==> src/dtc_regs.vh <==
`ifndef DTC_REGS_VH
`define DTC_REGS_VH

// ==========================================================
// register indices (byte address = index * 4)
`define DTC_IDX_TIMER_CONTROL    8'h88
`define DTC_IDX_TIMER_MODE    8'h89
`define DTC_IDX_TL0     8'h8A
`define DTC_IDX_TL1     8'h8B
`define DTC_IDX_TH0     8'h8C
`define DTC_IDX_TH1     8'h8D
`define DTC_IDX_AUX     8'h8E
`define DTC_IDX_CLKO    8'h8F

// ==========================================================
// reset values
`define DTC_RST_BYTE    8'h00

// ==========================================================
// timer_control bits
`define DTC_TF1_BIT     7
`define DTC_TR1_BIT     6
`define DTC_TF0_BIT     5
`define DTC_TR0_BIT     4

// ==========================================================
// timer_mode fields (timer 1 upper nibble, timer 0 lower)
`define DTC_T1_GATE_BIT 7
`define DTC_T1_CT_BIT   6
`define DTC_T1_MODE_HI  5
`define DTC_T1_MODE_LO  4
`define DTC_T0_GATE_BIT 3
`define DTC_T0_CT_BIT   2
`define DTC_T0_MODE_HI  1
`define DTC_T0_MODE_LO  0

// ==========================================================
// aux_config and wake_clockout_control bits
`define DTC_T0_FAST_BIT 7
`define DTC_T1_FAST_BIT 6
`define DTC_T1_CLKO_BIT 1
`define DTC_T0_CLKO_BIT 0

// ==========================================================
// modes
`define DTC_MODE_13BIT  2'b00
`define DTC_MODE_16BIT  2'b01
`define DTC_MODE_RELOAD 2'b10
`define DTC_MODE_SPLIT  2'b11

// ==========================================================
// timing
`define DTC_DIV_SLOW    4'hC
`define DTC_DIV_LAST    4'hB

`endif

==> src/dtc_top.v <==
// How it works
// - timer ticks every clock or every twelve
// - aux bit 7 sets timer 0 prescale
// - aux bit 6 sets timer 1 prescale
// - count pin falling edge via sampled pair
// - edge count visible two cycles after the pin falls
// - edge needs two samples, rate limited
// - source select: clock path or pin
// - mode field per timer nibble
// - mode 0: 13-bit, 5-bit prescaler
// - mode 1: 16-bit cascade
// - mode 2: low byte auto-reloads
// - timer 0 split into two bytes
// - timer 1 in mode 3 holds
// - gate bit needs gate pin high
// - timer 0 output toggles on overflow
// - timer 1 output toggles on overflow
// - rollover sets overflow flag; timer 1 rollover only while timer 0 is not in mode 3
// - reload leaves high byte unchanged
// - run bit clear keeps present count, except timer 1 while timer 0 is in mode 3
`include "dtc_regs.vh"

module dtc_top #(
	parameter AW = 12
) (
	input  wire          clk,
	input  wire          arst_n,
	input  wire          psel,
	input  wire          penable,
	input  wire          pwrite,
	input  wire [AW-1:0] paddr,
	input  wire [31:0]   pwdata,
	input  wire [3:0]    pstrb,
	output reg  [31:0]   prdata,
	output reg           pready,
	output reg           pslverr,
	input  wire          count_input_0,
	input  wire          count_input_1,
	input  wire          ext_gate_pin_0,
	input  wire          ext_gate_pin_1,
	output reg           timer0_output_pin,
	output reg           timer1_output_pin,
	output reg           timer0_overflow_flag,
	output reg           timer1_overflow_flag
);

	// ==========================================================
	// step function: {overflow, high, low}
	function [16:0] dtc_step;
		input [1:0] m;
		input [7:0] lo;
		input [7:0] hi;
		reg   [16:0] r;
		begin
			r = {1'b0, hi, lo};
			case (m)
			`DTC_MODE_13BIT: begin
				r[4:0] = lo[4:0] + 5'h01;
				if (lo[4:0] == 5'h1F) begin
					r[15:8] = hi + 8'h01;
					r[16]   = (hi == 8'hFF);
				end
			end
			`DTC_MODE_16BIT: begin
				r = {1'b0, hi, lo} + 17'h00001;
			end
			`DTC_MODE_RELOAD: begin
				if (lo == 8'hFF) begin
					r = {1'b1, hi, hi};
				end else begin
					r[7:0] = lo + 8'h01;
				end
			end
			`DTC_MODE_SPLIT: begin
				r[7:0] = lo + 8'h01;
				r[16]  = (lo == 8'hFF);
			end
			default: begin
				r = {1'b0, hi, lo};
			end
			endcase
			dtc_step = r;
		end
	endfunction

	// ==========================================================
	// registers
	reg  [7:0] timer_control_reg;
	reg  [7:0] timer_mode_reg;
	reg  [7:0] tl0_reg;
	reg  [7:0] tl1_reg;
	reg  [7:0] th0_reg;
	reg  [7:0] th1_reg;
	reg  [7:0] aux_reg;
	reg  [7:0] clko_reg;
	reg  [3:0] div_reg;
	reg        cin0_reg;
	reg        cin0_old_reg;
	reg        cin1_reg;
	reg        cin1_old_reg;
	reg  [7:0] timer_control_next;
	reg  [7:0] tl0_next;
	reg  [7:0] tl1_next;
	reg  [7:0] th0_next;
	reg  [7:0] th1_next;
	reg  [7:0] rd_byte;
	reg        rd_hit;
	reg  [16:0] s0;
	reg  [16:0] s1;
	reg        ovf0;
	reg        ovf1;
	reg        ovf_th0;

	// ==========================================================
	// bus decode
	wire [7:0] widx     = paddr[9:2];
	wire       aligned  = (paddr[1:0] == 2'b00) &&
	                      (paddr[AW-1:10] == {(AW-10){1'b0}});
	wire       access   = psel & penable;
	wire       wr_go    = access & pready & pwrite & pstrb[0];
	wire       wr_timer_control  = wr_go && aligned && widx == `DTC_IDX_TIMER_CONTROL;
	wire       wr_timer_mode  = wr_go && aligned && widx == `DTC_IDX_TIMER_MODE;
	wire       wr_tl0   = wr_go && aligned && widx == `DTC_IDX_TL0;
	wire       wr_tl1   = wr_go && aligned && widx == `DTC_IDX_TL1;
	wire       wr_th0   = wr_go && aligned && widx == `DTC_IDX_TH0;
	wire       wr_th1   = wr_go && aligned && widx == `DTC_IDX_TH1;
	wire       wr_aux   = wr_go && aligned && widx == `DTC_IDX_AUX;
	wire       wr_clko  = wr_go && aligned && widx == `DTC_IDX_CLKO;

	// ==========================================================
	// count enables
	wire       tick12   = (div_reg == `DTC_DIV_LAST);
	wire       fast0    = aux_reg[`DTC_T0_FAST_BIT];
	wire       fast1    = aux_reg[`DTC_T1_FAST_BIT];
	wire       tick0    = fast0 | tick12;
	wire       tick1    = fast1 | tick12;
	wire       fall0    = cin0_old_reg & ~cin0_reg;
	wire       fall1    = cin1_old_reg & ~cin1_reg;
	wire [1:0] mode0    = timer_mode_reg[`DTC_T0_MODE_HI:`DTC_T0_MODE_LO];
	wire [1:0] mode1    = timer_mode_reg[`DTC_T1_MODE_HI:`DTC_T1_MODE_LO];
	wire       split0   = (mode0 == `DTC_MODE_SPLIT);
	wire       ev0      = timer_mode_reg[`DTC_T0_CT_BIT] ? fall0 : tick0;
	wire       ev1      = timer_mode_reg[`DTC_T1_CT_BIT] ? fall1 : tick1;
	wire       tr0      = timer_control_reg[`DTC_TR0_BIT];
	wire       tr1      = timer_control_reg[`DTC_TR1_BIT];
	wire       run0     = tr0 & (~timer_mode_reg[`DTC_T0_GATE_BIT] |
	                             ext_gate_pin_0);
	wire       run1     = (split0 | tr1) &
	                      (~timer_mode_reg[`DTC_T1_GATE_BIT] |
	                       ext_gate_pin_1);
	wire       inc0     = run0 & ev0;
	wire       inc1     = run1 & ev1 &
	                      (mode1 != `DTC_MODE_SPLIT);
	wire       inc_th0  = split0 & tr1 & tick0;

	// ==========================================================
	// timer 0 next counts
	always @* begin
		s0       = dtc_step(mode0, tl0_reg, th0_reg);
		ovf0     = inc0 & s0[16];
		ovf_th0  = inc_th0 & (th0_reg == 8'hFF);
		tl0_next = inc0 ? s0[7:0] : tl0_reg;
		th0_next = th0_reg;
		if (split0) begin
			if (inc_th0) begin
				th0_next = th0_reg + 8'h01;
			end
		end else if (inc0) begin
			th0_next = s0[15:8];
		end
		if (wr_tl0) begin
			tl0_next = pwdata[7:0];
		end
		if (wr_th0) begin
			th0_next = pwdata[7:0];
		end
	end

	// ==========================================================
	// timer 1 next counts
	always @* begin
		s1       = dtc_step(mode1, tl1_reg, th1_reg);
		ovf1     = inc1 & s1[16];
		tl1_next = inc1 ? s1[7:0] : tl1_reg;
		th1_next = inc1 ? s1[15:8] : th1_reg;
		if (wr_tl1) begin
			tl1_next = pwdata[7:0];
		end
		if (wr_th1) begin
			th1_next = pwdata[7:0];
		end
	end

	// ==========================================================
	// control next: overflow beats clearing write
	always @* begin
		timer_control_next = wr_timer_control ? pwdata[7:0] : timer_control_reg;
		if (ovf0) begin
			timer_control_next[`DTC_TF0_BIT] = 1'b1;
		end
		if (ovf_th0 | (ovf1 & ~split0)) begin
			timer_control_next[`DTC_TF1_BIT] = 1'b1;
		end
	end

	// ==========================================================
	// read mux
	always @* begin
		rd_hit  = aligned;
		rd_byte = 8'h00;
		case (widx)
		`DTC_IDX_TIMER_CONTROL: rd_byte = timer_control_reg;
		`DTC_IDX_TIMER_MODE: rd_byte = timer_mode_reg;
		`DTC_IDX_TL0:  rd_byte = tl0_reg;
		`DTC_IDX_TL1:  rd_byte = tl1_reg;
		`DTC_IDX_TH0:  rd_byte = th0_reg;
		`DTC_IDX_TH1:  rd_byte = th1_reg;
		`DTC_IDX_AUX:  rd_byte = aux_reg;
		`DTC_IDX_CLKO: rd_byte = clko_reg;
		default:       rd_hit  = 1'b0;
		endcase
	end

	// ==========================================================
	// apb ready: one wait cycle
	always @(posedge clk or negedge arst_n) begin
		if (!arst_n) begin
			pready <= 1'b0;
		end else begin
			pready <= access & ~pready;
		end
	end

	// ==========================================================
	// apb error: unmapped or misaligned
	always @(posedge clk or negedge arst_n) begin
		if (!arst_n) begin
			pslverr <= 1'b0;
		end else begin
			if (access & ~pready) begin
				pslverr <= ~rd_hit;
			end else begin
				pslverr <= 1'b0;
			end
		end
	end

	// ==========================================================
	// apb read data
	always @(posedge clk or negedge arst_n) begin
		if (!arst_n) begin
			prdata <= 32'h00000000;
		end else begin
			if (access & ~pready) begin
				prdata <= (rd_hit & ~pwrite) ?
				          {24'h000000, rd_byte} : 32'h00000000;
			end
		end
	end

	// ==========================================================
	// free-running divide-by-twelve
	always @(posedge clk or negedge arst_n) begin
		if (!arst_n) begin
			div_reg <= 4'h0;
		end else begin
			div_reg <= tick12 ? 4'h0 : div_reg + 4'h1;
		end
	end

	// ==========================================================
	// count pin sample pairs
	always @(posedge clk or negedge arst_n) begin
		if (!arst_n) begin
			cin0_reg     <= 1'b0;
			cin0_old_reg <= 1'b0;
			cin1_reg     <= 1'b0;
			cin1_old_reg <= 1'b0;
		end else begin
			cin0_reg     <= count_input_0;
			cin0_old_reg <= cin0_reg;
			cin1_reg     <= count_input_1;
			cin1_old_reg <= cin1_reg;
		end
	end

	// ==========================================================
	// timer 0 count bytes
	always @(posedge clk or negedge arst_n) begin
		if (!arst_n) begin
			tl0_reg <= `DTC_RST_BYTE;
			th0_reg <= `DTC_RST_BYTE;
		end else begin
			tl0_reg <= tl0_next;
			th0_reg <= th0_next;
		end
	end

	// ==========================================================
	// timer 1 count bytes
	always @(posedge clk or negedge arst_n) begin
		if (!arst_n) begin
			tl1_reg <= `DTC_RST_BYTE;
			th1_reg <= `DTC_RST_BYTE;
		end else begin
			tl1_reg <= tl1_next;
			th1_reg <= th1_next;
		end
	end

	// ==========================================================
	// control register
	always @(posedge clk or negedge arst_n) begin
		if (!arst_n) begin
			timer_control_reg <= `DTC_RST_BYTE;
		end else begin
			timer_control_reg <= timer_control_next;
		end
	end

	// ==========================================================
	// mode register
	always @(posedge clk or negedge arst_n) begin
		if (!arst_n) begin
			timer_mode_reg <= `DTC_RST_BYTE;
		end else begin
			if (wr_timer_mode) begin
				timer_mode_reg <= pwdata[7:0];
			end
		end
	end

	// ==========================================================
	// prescale select register
	always @(posedge clk or negedge arst_n) begin
		if (!arst_n) begin
			aux_reg <= `DTC_RST_BYTE;
		end else begin
			if (wr_aux) begin
				aux_reg <= pwdata[7:0];
			end
		end
	end

	// ==========================================================
	// clock-out enable register
	always @(posedge clk or negedge arst_n) begin
		if (!arst_n) begin
			clko_reg <= `DTC_RST_BYTE;
		end else begin
			if (wr_clko) begin
				clko_reg <= pwdata[7:0];
			end
		end
	end

	// ==========================================================
	// clock output pins
	always @(posedge clk or negedge arst_n) begin
		if (!arst_n) begin
			timer0_output_pin <= 1'b0;
			timer1_output_pin <= 1'b0;
		end else begin
			if (ovf0 & clko_reg[`DTC_T0_CLKO_BIT]) begin
				timer0_output_pin <= ~timer0_output_pin;
			end
			if (ovf1 & clko_reg[`DTC_T1_CLKO_BIT]) begin
				timer1_output_pin <= ~timer1_output_pin;
			end
		end
	end

	// ==========================================================
	// overflow flag outputs
	always @(posedge clk or negedge arst_n) begin
		if (!arst_n) begin
			timer0_overflow_flag <= 1'b0;
			timer1_overflow_flag <= 1'b0;
		end else begin
			timer0_overflow_flag <= timer_control_next[`DTC_TF0_BIT];
			timer1_overflow_flag <= timer_control_next[`DTC_TF1_BIT];
		end
	end

endmodule

==> config.mk <==
export PLATFORM = sky130hd
export DESIGN_NAME = dtc_top
export DESIGN_NICKNAME = d
export VERILOG_FILES = /design/src/dtc_top.v
export VERILOG_INCLUDE_DIRS = /design/src /design/src/src
export SDC_FILE = /design/constraint.sdc
export NUM_CORES = 1
export LEC_CHECK = 0
export ABC_CLOCK_PERIOD_IN_PS = 4500
export BUFFER_PORTS_ARGS = -buffer_cell sky130_fd_sc_hd__buf_2
export CAP_MARGIN = 5
export CORE_MARGIN = 2
export CORE_UTILIZATION = 61
export CTS_CLUSTER_SIZE = 10
export DETAILED_ROUTE_END_ITERATION = 7
export PLACE_DENSITY = 0.9
export SYNTH_ARGS = -nofsm -noshare
export SYNTH_HDL_FRONTEND = slang
export SYNTH_SLANG_ARGS = --single-unit
==> constraint.sdc <==
create_clock -name clk -period 4.5 [get_ports clk]
set_input_delay 0.9 -clock clk [delete_from_list [all_inputs] [get_ports clk]]
set_output_delay 0.9 -clock clk [all_outputs]
set_load 0.02 [all_outputs]
# Yosys cells after proc, flatten, opt, wreduce, memory -nomap -nowiden
# Index checks and enable logic that the tools add are counted.
[word_totals] register_bits=110 out_inout_bits=38 elab_cells=157
[op_classes] add_sub_neg=9 eq_ne=27 n_mux=34 bitwise=37 n_reduce_logical=27
[ops] op="8-bit two-way mux" n=14
[ops] op="8-bit equality test (second input constant)" n=12
[ops] op="8-bit one-hot mux with 8 select lines" n=1
[ops] op="8-bit one-hot mux with 3 select lines" n=2
[ops] op="5-bit one-hot mux with 4 select lines" n=2
[ops] op="9-bit two-way mux" n=4
[ops] op="16-bit by 1-bit adder with 17-bit output (second input constant)" n=2
[ops] op="8-bit by 1-bit adder with 8-bit output (second input constant)" n=4
[ops] op="1-bit bitwise AND" n=21
[ops] op="3-bit one-hot mux with 3 select lines" n=2
[ops] op="4-bit nonzero test" n=3
[ops] op="5-bit by 1-bit adder with 5-bit output (second input constant)" n=2
[ops] op="5-bit equality test (second input constant)" n=2
[ops] op="1-bit logical AND" n=10
[ops] op="1-bit inverter" n=10
[ops] op="2-bit equality test (second input constant)" n=4
[ops] op="2-bit zero test" n=4
[ops] op="1-bit one-hot mux with 4 select lines" n=2
[ops] op="8-bit OR reduction" n=1
[ops] op="1-bit two-way mux" n=6
[ops] op="3-bit != test (second input constant)" n=2
[ops] op="1-bit OR" n=6
[ops] op="2-bit nonzero test" n=3
[ops] op="3-bit nonzero test" n=2
[ops] op="other kinds (10)" n=13

# Logic depth before layout (Yosys ltp)
[depth] depth_word=9 depth_mapped=11 depth_no_buf=10

# Worst setup path before layout
# Ideal clock, no wire load.
[synth_timing] path_type="in2reg" start="in paddr[1]" end="reg timer_control_reg[7]" setup_time_ns=0.120 t_arrival_ns=2.815 t_required_ns=4.380 slack_ns=1.566 stages=7 path_buffers=1 path_cell_list="or4_4 -> or3_1 -> buf_6 -> nor4_4 -> mux2i_1 -> o21ai_1 -> a31o_1"
[synth_between] elab_chain_len=6
[synth_lines] element="start: declaration" line="dtc_top.v:31" text="input wire [AW-1:0] paddr,"
[synth_lines] element="2-bit zero test" line="dtc_top.v:117" text="wire aligned = (paddr[1:0] == 2'b00) &&"
[synth_lines] element="1-bit logical AND" line="dtc_top.v:117"
[synth_lines] element="1-bit logical AND" line="dtc_top.v:121" text="wire wr_timer_control = wr_go && aligned && widx == `DTC_IDX_TIMER_CONTROL;"
[synth_lines] element="1-bit logical AND (no source line)"
[synth_lines] element="8-bit two-way mux" line="dtc_top.v:197" text="timer_control_next = wr_timer_control ? pwdata[7:0] : timer_control_reg;"
[synth_lines] element="1-bit two-way mux" line="dtc_top.v:201" text="if (ovf_th0 | (ovf1 & ~split0)) begin"
[synth_lines] element="via timer_control_next[7]" line="dtc_top.v:101" text="reg [7:0] timer_control_next;"
[synth_lines] element="end signal: assignment" line="dtc_top.v:315" text="timer_control_reg <= `DTC_RST_BYTE;"
[synth_lines] element="end signal: assignment" line="dtc_top.v:317" text="timer_control_reg <= timer_control_next;"
[synth_lines] element="end: declaration" line="dtc_top.v:88" text="reg [7:0] timer_control_reg;"
# The timed path passes the listed nets, and every way through them passes these cells.
# A chain may end at the register's enable or synchronous reset.

# Worst setup path in the final report
[layout_timing] start="in paddr[1]" end="reg th1_reg[5]"
[layout_between] elab_chain_len=6
[layout_lines] element="2-bit zero test *" line="dtc_top.v:117"
[layout_lines] element="1-bit logical AND *" line="dtc_top.v:117"
[layout_lines] element="1-bit logical AND *" line="dtc_top.v:126" text="wire wr_th1 = wr_go && aligned && widx == `DTC_IDX_TH1;"
[layout_lines] element="1-bit logical AND (no source line) *"
[layout_lines] element="3-bit != test (no source line) (tied with other cells)"
[layout_lines] element="4-bit AND reduction (no source line)"
[layout_lines] element="end signal: assignment" line="dtc_top.v:304" text="th1_reg <= `DTC_RST_BYTE;"
[layout_lines] element="end signal: assignment" line="dtc_top.v:307" text="th1_reg <= th1_next;"
[layout_lines] element="end: declaration" line="dtc_top.v:93" text="reg [7:0] th1_reg;"
# Mark *: on every way between the ends. The rest lies on a longest branch, timed or not.

==> summary.md <==
| Metric | Value |
|---|---|
| Die area | 0.00938 mm^2 |
| Seq/Total Area, Yosys | 40.0% |
| Tcrit/Tclk final | 67.3% |
| Area growth, synth to finish | 7.76% |
| Synth top area cells | dfrtp_1 40%, mux4_2 6.9%, mux2_2 6.4%, o21ai_0 5.4%, nand2_1 4.1% |
| Final min period | 3.03 ns |
| Highest Clock Rate | 0.330 GHz |
| DRT Wirelength | 14300 um |
| Setup Buffers After CTS | 0 |
| Worst-skew pair later-pin latency | 0.38 ns |
| CP peak stage delay | 0.52 ns |
| Required time worst endpoint | 4.76 ns |
| Final hold slack | 0.381 ns |
| CP Max Fanout | 14 |
| Initial antenna violation count | 0 |
| Routed Antenna Nets | 0 |
| Gr usage total | 31.2% |
| Unique masters post-synth | 58 |
| Drt wl/cell | 20.7 um |
| CTS clk-pin slew, worst paths | 0.09 ns |
| Reg power frac | 49.8% |
| FF-to-FF setup slack | 1.67 ns |
| Switch share | 24.6% |
| Synth Area per Inst | 9.54 um^2 |
| Final Setup Violations | 0 |
| Fin Setup TNS | 0 ns |
| Hold-critical path depth | 0 |
| Diode count | 0 |
| CP cell instances | buf_2 > or4_4 > or3_1 > nor3_1 > nand2_1 > mux2_2 |
| Htree depth | 3 |
| Commonest non-fill, non-tap cell in the layout | dfrtp_1 |
| Worst Hold Path EP | cin0_old_reg |
| Status | completed |
| Worst setup SP type | primary input |
| CTS buffer count | 9 |
| Top-area cell type share of the netlist area | 40.0% |
| Largest net degree at the start of global routing | 85 |
| GR Overflow Total | 0 |
| Die H | 96.8 um |
| Logic gate share of total power | 6.4% |
| Cell count of the worst reg-to-reg path | 10 |
| RR Endpoint | th0_reg[2] |
| Final Hold Fails | 0 |
| Switching pwr | 0.000378 W |
| Layout cells sized above 1 | 19.8% |
| Initial Util | 63.3% |
| Most frequent cells in the layout | 84 x dfrtp_1, 58 x nand2_1, 57 x o21ai_0, 42 x buf_2, 38 x nor2_1 |
| Synth area leader | dfrtp_1 |
| CTS tree | done |
| Synthesized cell area | 0.00526 mm^2 |
| Post-route DRC | 0 |
| Final slew viol count | 0 |
| Core ar. | 0.00830 mm^2 |
| DR vias/cell | 6.70 |
| Clk_skew | 0.0121 ns |
| CP arrival | 3.29 ns |
| VDD IR max | 0.000154 V |
| Clk root buf | clkbuf_8 |
| Rel. slew slack | 29.5% |
| RSZ-0062 raised after global routing | false |
| Die width | 96.8 um |
| Reg2reg start | tl0_reg[1] |
| Actual slew at the worst max-slew pin | 1.06 ns |
| Hold crit path type | reg -> reg |
| Post-CTS resize count | 0 |
| Clock Power Share | 43.8% |
| Vias in the first global route | 4351 |
| Ys async rst share | 100% |
| Register bit total from synthesis | 84 |
| PwrDens | 271 mW/mm^2 |
| Hold path start | cin0_reg |
| PortBufs | 43 |
| Internal power | 0.00116 W |
| DR vias | 4630 |
| Clock Path Buffers | 2 |
| Max-cap violations | 0 |
| Crit Path Class | in -> reg |
| Initial DRC count | 421 |
| Dpl cell area | 0.00542 mm^2 |
| Worst Setup End Kind | register |
| Critical path's slowest cell | or4_4 |
| DRT Pass-1 Iters | 5 |
| Ports | 95 |
| Main synth FF type | dfrtp_1 |
| Final RePlAce weighted congestion | 0.943 |
| Hold buffers post-CTS | 0 |
| Leakage | 2.52 nW |
| Yosys warns | 0 |
| First-pass GRT wire length | 23000 um |
| Final nets | 649 |
| Finished Cell Area | 0.00567 mm^2 |
| Cell row count | 33 |
| DP HPWL | 9960 um |
| Mapped Cells | 551 |
| Clock Sinks | 84 |
| Post-synth EDFFs | 0 |
==> power groups by stage <==
stage               logic (W)  clock network, W  registers, W
global placement    0.0000954                 0      0.000779
detailed placement  0.0000980                 0      0.000779
CTS                 0.0000983          0.000675      0.000764
finish              0.0000988          0.000672      0.000765
floorplan           0.0000668                 0      0.000778
global route         0.000107          0.000708      0.000765
==> worst max path at each step <==
stage	from	endpoint	slack (ns)
2_1_floorplan	paddr[1]	timer_control_reg[7]	1.57
3_3_place_gp	paddr[1]	th1_reg[3]	1.16
3_5_place_dp	paddr[1]	th1_reg[3]	1.11
4_1_cts	paddr[1]	th1_reg[5]	1.50
5_1_grt	paddr[1]	th1_reg[5]	1.41
6_report	paddr[1]	th1_reg[5]	1.47
==> area by class of cell <==
cell class                 count  area [um^2]
multi-input combinational    428         2910
fill                         644         2630
sequential                    84         2100
timing repair buffer          43          218
tap                          105          131
clock buffer                   9          124
clock inverter                 7          124
inverter                      15         56.3
==> synth_stat cells (7+ instances only) <==
master    instances
nor3_1           10
and3_1           10
ha_1             11
mux4_2           16
inv_1            15
clkbuf_1         18
nand2_1          58
a21oi_1          29
dfrtp_1          84
nand4_1           9
o21ai_0          57
buf_4            24
nor2_1           38
nor2b_1           7
mux2_2           30
nand3_1          28
mux2i_1          14
==> worst max-delay path, delay by kind of cell <==
kind | cells | cell delay (ns)
mux | 1 | 0.39
simple gates | 4 | 1.90
buf+inv | 1 | 0.09
==> per-stage QoR <==
step           setup WS (ns)  util, %  cells  power, W
6_report                1.47     68.3    691   0.00154
5_1_grt                 1.41     68.3    691   0.00158
4_1_cts                 1.50     68.3    691   0.00154
3_5_place_dp            1.11     65.3    675  0.000877
3_3_place_gp            1.16     65.3    675  0.000874
2_1_floorplan           1.57        -    574  0.000845
==> per-layer routing <==
layer  part of all wire [%]  GRT usage, %  vias up
met5                      0             0        -
li1                       -             -     2024
met2                     45          47.6      351
met1                     39          42.6     2196
met3                     11          7.44       59
met4                    5.3          14.3        0
==> logic make-up after synthesis <==
kind of cell    synth area share, %
buf+inv                        6.31
simple gates                   18.8
fa+ha+maj                      2.62
compound gates                 14.2
flops                          40.0
mux                            15.9
xor+xnor                       2.00
other cells                  0.0713
No activity file was read; power rests on OpenSTA's default activity.
